<file path="config.mk">
export PLATFORM = sky130hd
export DESIGN_NAME = fwa_ctrl
export DESIGN_NICKNAME = d
export VERILOG_FILES = /design/src/rtl/fwa_pkg.sv /design/src/rtl/fwa_ctrl.sv
export SDC_FILE = /design/constraint.sdc
export NUM_CORES = 1
export LEC_CHECK = 0
export ABC_AREA = 1
export BUFFER_PORTS_ARGS = -buffer_cell sky130_fd_sc_hd__buf_2
export CELL_PAD_IN_SITES_DETAIL_PLACEMENT = 0
export CELL_PAD_IN_SITES_GLOBAL_PLACEMENT = 1
export CORE_AREA = 2 2 152 154
export CTS_CLUSTER_SIZE = 8
export DETAILED_ROUTE_END_ITERATION = 6
export DIE_AREA = 0 0 154 156
export PLACE_DENSITY_LB_ADDON = 0.1
export SLEW_MARGIN = 40
export SYNTH_ARGS = -nofsm -noshare
export SYNTH_HDL_FRONTEND = slang
export SYNTH_SLANG_ARGS = --single-unit
</file>
<file path="constraint.sdc">
create_clock -name clk -period 4.2 [get_ports clk]
set_input_delay 0.42 -clock clk [delete_from_list [all_inputs] [get_ports clk]]
set_output_delay 0.42 -clock clk [all_outputs]
set_load 0.02 [all_outputs]
</file>
<file path="src/rtl/fwa_pkg.sv">
// package: constants and carrier types for the flash wait and abort control block
package fwa_pkg;
  // ****************************************************************
  // command codes and geometry
  // ****************************************************************
  localparam logic [1:0]  CMD_PROGRAM   = 2'h1;
  localparam logic [1:0]  CMD_ERASE     = 2'h2;
  localparam int          NUM_BLOCKS    = 8;
  localparam int          BLK_W         = 3;
  localparam logic [2:0]  BLK_A         = 3'h0;
  localparam logic [2:0]  BLK_B         = 3'h1;
  localparam int          CNT_W         = 16;
  localparam logic [15:0] CNT_RESET     = 16'h0000;
  localparam logic [15:0] CNT_MAX       = 16'hffff;
  // ****************************************************************
  // timing counts: base duration plus growth with wear
  // ****************************************************************
  localparam int          PROG_BASE_NS  = 80;
  localparam int          ERASE_BASE_NS = 400;
  localparam int          CLK_NS        = 4;
  localparam logic [19:0] PROG_BASE_CYC  = 20'(PROG_BASE_NS / CLK_NS);
  localparam logic [19:0] ERASE_BASE_CYC = 20'(ERASE_BASE_NS / CLK_NS);
  localparam int          WEAR_SHIFT    = 2;
  localparam logic [1:0]  WAIT_ONE      = 2'h1;
  localparam logic        AB_WAIT_RESET = 1'b0;

  typedef struct packed {
    logic             valid;
    logic [1:0]       cmd;
    logic [BLK_W-1:0] blk;
  } fwa_cmd_t;

  typedef struct packed {
    logic             valid;
    logic             is_ram;
    logic [BLK_W-1:0] blk;
  } fwa_acc_t;

  typedef enum logic [2:0] {
    ST_IDLE  = 3'b001,
    ST_PROG  = 3'b010,
    ST_ERASE = 3'b100
  } fwa_state_t;
endpackage : fwa_pkg

</file>
<file path="src/rtl/fwa_ctrl.sv">
// module: flash command sequencing, abort, wear counting, wait-state and boot pull-up
`timescale 1ns/1ps
module fwa_ctrl
  import fwa_pkg::*;
(
  input  wire logic            clk,
  input  wire logic            reset_n,
  input  wire logic            hw_reset2_n,
  input  wire logic            nmi,
  input  wire logic            wdt_irq,
  input  wire fwa_pkg::fwa_cmd_t cmd_in,
  input  wire fwa_pkg::fwa_acc_t acc_in,
  input  wire logic            ab_sel_wr,
  input  wire logic            ab_sel_wdata,
  input  wire logic            global_wait_select,
  input  wire logic            boot_mode_pin,
  input  wire logic            reset_pin_n,
  output logic                 busy,
  output logic                 done,
  output logic                 aborted,
  output logic [1:0]           wait_states,
  output logic                 block_ab_wait_select,
  output logic                 boot_pullup_port_pin,
  output logic [15:0]          wear_count_a
);
  import fwa_pkg::*;

  fwa_state_t       state_r;
  logic [19:0]      timer_r;
  logic [BLK_W-1:0] blk_r;
  logic [15:0]      wear_r [NUM_BLOCKS];
  logic             abort_req;

  // duration of a command: base plus a wear term, so worn blocks run longer
  function automatic logic [19:0] cmd_cycles(input logic [19:0] base, input logic [15:0] wear);
    cmd_cycles = base + 20'(wear >> WEAR_SHIFT);
  endfunction : cmd_cycles

  assign abort_req = !hw_reset2_n || nmi || wdt_irq;

  // ****************************************************************
  // command sequencer
  // ****************************************************************
  always_ff @(posedge clk) begin
    done    <= 1'b0;
    aborted <= 1'b0;
    if (!reset_n) begin
      state_r <= ST_IDLE;
      timer_r <= 20'h00000;
      blk_r   <= '0;
      busy    <= 1'b0;
    end else begin
      case (state_r)
        ST_IDLE: begin
          if (cmd_in.valid && !abort_req && cmd_in.cmd == CMD_PROGRAM) begin
            state_r <= ST_PROG;
            blk_r   <= cmd_in.blk;
            timer_r <= cmd_cycles(PROG_BASE_CYC, wear_r[cmd_in.blk]);
            busy    <= 1'b1;
          end else if (cmd_in.valid && !abort_req && cmd_in.cmd == CMD_ERASE) begin
            state_r <= ST_ERASE;
            blk_r   <= cmd_in.blk;
            timer_r <= cmd_cycles(ERASE_BASE_CYC, wear_r[cmd_in.blk]);
            busy    <= 1'b1;
          end
        end
        ST_PROG, ST_ERASE: begin
          // abandon running command
          // abort is tested first: a source in the final cycle still cuts the command
          if (abort_req) begin
            state_r <= ST_IDLE;
            busy    <= 1'b0;
            aborted <= 1'b1;
          end else if (timer_r <= 20'h00001) begin
            state_r <= ST_IDLE;
            busy    <= 1'b0;
            done    <= 1'b1;
          end else begin
            timer_r <= timer_r - 20'h00001;
          end
        end
        default: begin
          state_r <= ST_IDLE;
          busy    <= 1'b0;
        end
      endcase
    end
  end

  // ****************************************************************
  // wear counters, one per block
  // ****************************************************************
  // advance only on completed erase
  // a cut erase leaves the count alone, since the block is not known to be erased
  always_ff @(posedge clk) begin
    if (!reset_n) begin
      for (int i = 0; i < NUM_BLOCKS; i++) wear_r[i] <= CNT_RESET;
    end else if (state_r == ST_ERASE && !abort_req && timer_r <= 20'h00001
                 && wear_r[blk_r] != CNT_MAX) begin
      wear_r[blk_r] <= wear_r[blk_r] + 16'h0001; // saturates, never wraps
    end
  end

  always_ff @(posedge clk) begin
    if (!reset_n) wear_count_a <= CNT_RESET;
    else          wear_count_a <= wear_r[BLK_A];
  end

  // ****************************************************************
  // wait-state selection
  // ****************************************************************
  // ab select defaults low
  always_ff @(posedge clk) begin
    if (!reset_n)       block_ab_wait_select <= AB_WAIT_RESET;
    else if (ab_sel_wr) block_ab_wait_select <= ab_sel_wdata;
  end

  // registered wait count, valid the cycle after the access
  always_ff @(posedge clk) begin
    if (!reset_n) begin
      wait_states <= 2'h0;
    end else if (!acc_in.valid) begin
      wait_states <= 2'h0;
    end else if (!acc_in.is_ram && (acc_in.blk == BLK_A || acc_in.blk == BLK_B)
                 && block_ab_wait_select) begin
      wait_states <= WAIT_ONE;
    end else begin
      wait_states <= global_wait_select ? WAIT_ONE : 2'h0;
    end
  end

  // ****************************************************************
  // boot pull-up
  // ****************************************************************
  // pull-up while boot high, reset low
  always_ff @(posedge clk) begin
    if (!reset_n) boot_pullup_port_pin <= 1'b0;
    else          boot_pullup_port_pin <= boot_mode_pin && !reset_pin_n;
  end
endmodule : fwa_ctrl

</file>
==> summary.txt <==
Clock network
  – Clock root cell: clkbuf_16
  – Postcts setup bufs: 0
  – TritonCTS Sinks: 179
  – Worst skew pair latency: 450 ps
  – CTS tree: done
  – Hold_buf cts: 0
  – H-tree depth: 4
  – Post-cts resize count: 0
  – Max clock buf depth: 2
  – Worst-path clk slew: about 80 ps
  – Num CTS Buffers: 17

Logic synthesis
  – Yosys warns: 0
  – Commonest cells post-synth: 294 x nand2_1, 244 x nor2_1, 149 x inv_1, 128 x edfxtp_1
  – Seq cells post-synth: approximately 180
  – Post-synth ARST share: 0%
  – Count of flip-flops with a built-in enable after synthesis: 128
  – Post-synth top area share: 37.0%
  – Synth area leaders: edfxtp_1 37%, nand2_1 11%, dfxtp_1 9.8%
  – Sequential area share after synthesis: 46.8%
  – Syn Area/Cell: 7.86 µm²
  – Top FF cell, synth: edfxtp_1
  – Post-Synthesis Cells: 1322
  – Most numerous cell in the Yosys netlist: nand2_1
  – Synthesized area: 0.0104 mm²
  – Synth area leader: edfxtp_1
  – Syn Nets: 1350
  – Yosys cell types: 47

Critical path
  – Critical path's top delay family: simple AND/OR/NAND/NOR gates
  – CP Class: flop to flop
  – Number of buffers and inverters on the critical path: 2
  – Worst-path fanout max: 17
  – CP startpoint kind: flop
  – Crit. End Element: flop
  – CP max-delay cell: dfxtp_1
  – CP cell instances: buf_4 -> a21oi_1 -> o21ai_0 -> nand3_1 -> nand2_1 -> nor2_2 -> nand3_2 -> nor2_2 -> nand3_4 -> nand4_4 -> nand2_1 -> buf_4
  – Reg2reg path depth: 12
  – CP arrival: between 3000 and 4000 ps
  – Worst Path Required: about 4300 ps
  – Worst path depth: 12
  – CP max stage delay: 680 ps

Power
  – Peak supply drop: 285 µV
  – PwrDens: 359 mW/mm²
  – Total chip power: 4.07 mW
  – Static Leak: approximately 5.0 nW

Layout
  – Antenna Cells: 0
  – Core Util, Final: 50.7%
  – Final instance area: 0.0113 mm²
  – # nets final: 1373
  – Layout cells sized above 1: 13.1%
  – Synthesis-to-finish area growth: 9.10%

Floorplanning
  – Die Wd: roughly 150 µm
  – # rows: between 50 and 60
  – Die height: 156 µm
  – Core ar.: 0.0224 mm²
  – Die area: 0.0240 mm²
  – Starting Density: 46.5%
  – I/O pin cnt: 44

Drt
  – Post-Route WL: 29.6 mm
  – Vias/cell: 5.23
  – Routed Antenna Nets: 0
  – DRT iter0 DRCs: between 600 and 700
  – Routed wire length per instance: roughly 18 µm
  – Vias: approximately 8600
  – Drt pass-1 iters: 5
  – Drt drc: 0

GRT
  – Initial antenna violation count: 0
  – Via count of the first global-routing pass: 8264
  – Grt ovf: 0
  – First-pass GRT wire length: approximately 47 mm
  – Tot GR Track Use: between 20% and 30%
  – Largest net degree at the start of global routing: 79

Job
  – Max-cap violation count: 0

Timing
  – Part of the cycle the worst path needs: about four fifths
  – Unrepaired setup endpoints after global routing: no
  – Setup TNS Final: 0 ps
  – Final worst slack: 802 ps
  – Clk_skew: 16.6 ps
  – Fin crit period: between 3000 and 4000 ps
  – # setup viols final: 0
  – Headroom to the max-slew limit: 46.4%
  – Measured slew at the worst slew-check pin: 795 ps
  – Final Max Slew Viols: 0
  – F_max: 294 MHz
  – Final hold violations: 0

Place
  – IO buf count: between 40 and 50
  – DP HPWL: 19.8 mm
  – Dpl ws: 767 ps
  – Routability cong.: 0.835
  – Placed cell area: 0.0108 mm²

Worst hold path
  – Hold Crit Class: input port to flop
  – Hold Crit Depth: 2

Status
  – Status: finished, final reports clean
==> kinds of logic (layout without fill, tap and decap cells) <==
| logic type | after synthesis | after routing | share of synthesized area (%) |
|---|---|---|---|
| xor gates and xnor gates | 19 | 19 | 1.96 |
| DFF | 179 | 179 | 46.8 |
| adders and majority gates | 7 | 7 | 0.843 |
| buffers and inverters | 224 | 260 | 10.1 |
| other | 1 | 1 | 0.0361 |
| and+or+nand+nor | 680 | 680 | 28.6 |
| AOI/OAI and AO/OA | 212 | 212 | 11.7 |
==> worst register-to-register path, stage by stage (launching register included) <==
cell     delay (ps)
dfxtp_1         680
buf_4           360
a21oi_1          70
o21ai_0         140
nand3_1         150
nand2_1         210
nor2_2           70
nand3_2         120
nor2_2           60
nand3_4         200
nand4_4         350
nand2_1         370
buf_4           290
==> sequential cells by signal, summed over array words and instances, names as in the netlist, named ones only <==
name and cells:
wear_r 128, state_r 3, wear_count_a 16, wait_states 1, blk_r 3, busy 1
block_ab_wait_select 1, aborted 1, timer_r 20, done 1, boot_pullup_port_pin 1
==> layer usage <==
metal	part of all wire (%)	GRT usage (%)	vias up
met2	47	42.6	184
met3	4.8	4.19	37
li1	-	-	4346
met1	46	35.1	4032
met5	0	0	-
met4	1.7	6.94	0
==> path summary, 6_finish.rpt <==
| kind | start | endpoint | slack [ps] |
|---|---|---|---|
| hold / removal | reset_pin_n | boot_pullup_port_pin$_SDFF_PN0_ | 130 |
| setup reg to reg | flop | wear_r[6][2]$_SDFFCE_PN0P_ | 800 |
| hold reg to reg | wear_r[0][7]$_SDFFCE_PN0P_ | wear_count_a[7]$_SDFF_PN0_ | 460 |
| setup / recovery | flop | wear_r[6][2]$_SDFFCE_PN0P_ | 800 |
==> where the power goes <==
| part | switching [mW] | internal [mW] | leakage, nW |
|---|---|---|---|
| clock network | 0.797 | 0.799 | 0.291 |
| logic | 0.360 | 0.146 | 2.95 |
| registers | 0.0275 | 1.94 | 1.74 |
| total | 1.18 | 2.88 | 4.98 |
==> final cells by class <==
type | instances | area [µm²]
timing repair buffer | 71 | 443
tap | 285 | 357
clock buffer | 17 | 425
sequential | 179 | 4870
inverter | 157 | 592
clock inverter | 15 | 164
fill | 2165 | 11000
multi-input combinational | 919 | 4490
==> cells in the final DEF, fill, tap and decap left out, types with 3 or more instances in the layout <==
cell / netlist / routed
nand2_1: 294 / 293
buf_4: 5 / 29
nand3b_1: 4 / 4
edfxtp_1: 128 / 128
nand3_1: 73 / 73
buf_2: 15 / 41
nand4_4: 8 / 8
o21ai_2: 9 / 9
a21oi_1: 65 / 65
o21ai_0: 73 / 73
dfxtp_1: 51 / 50
o211ai_1: 24 / 24
nor3_1: 10 / 10
nor4_1: 3 / 3
clkbuf_16: 0 / 17
xor2_2: 4 / 4
inv_1: 149 / 148
nor2_1: 244 / 244
inv_6: 0 / 3
inv_8: 0 / 4
inv_2: 5 / 6
o21a_1: 3 / 3
xor2_1: 9 / 9
o22ai_1: 11 / 11
nand4_1: 5 / 5
ha_1: 7 / 7
xnor2_1: 5 / 5
o21ai_1: 18 / 18
nor2_2: 24 / 24
nand2_2: 7 / 8
clkinv_8: 0 / 4
==> per-stage QoR <==
| stage | hold WS, ps | instances |
|---|---|---|
| after floorplan | 429 | 1322 |
| after global placement | 436 | 1611 |
| after detailed placement | 449 | 1611 |
| after CTS | 122 | 1643 |
| after global routing | 119 | 1643 |
| final | 129 | 1643 |
Power figures use the tool's default switching activity.
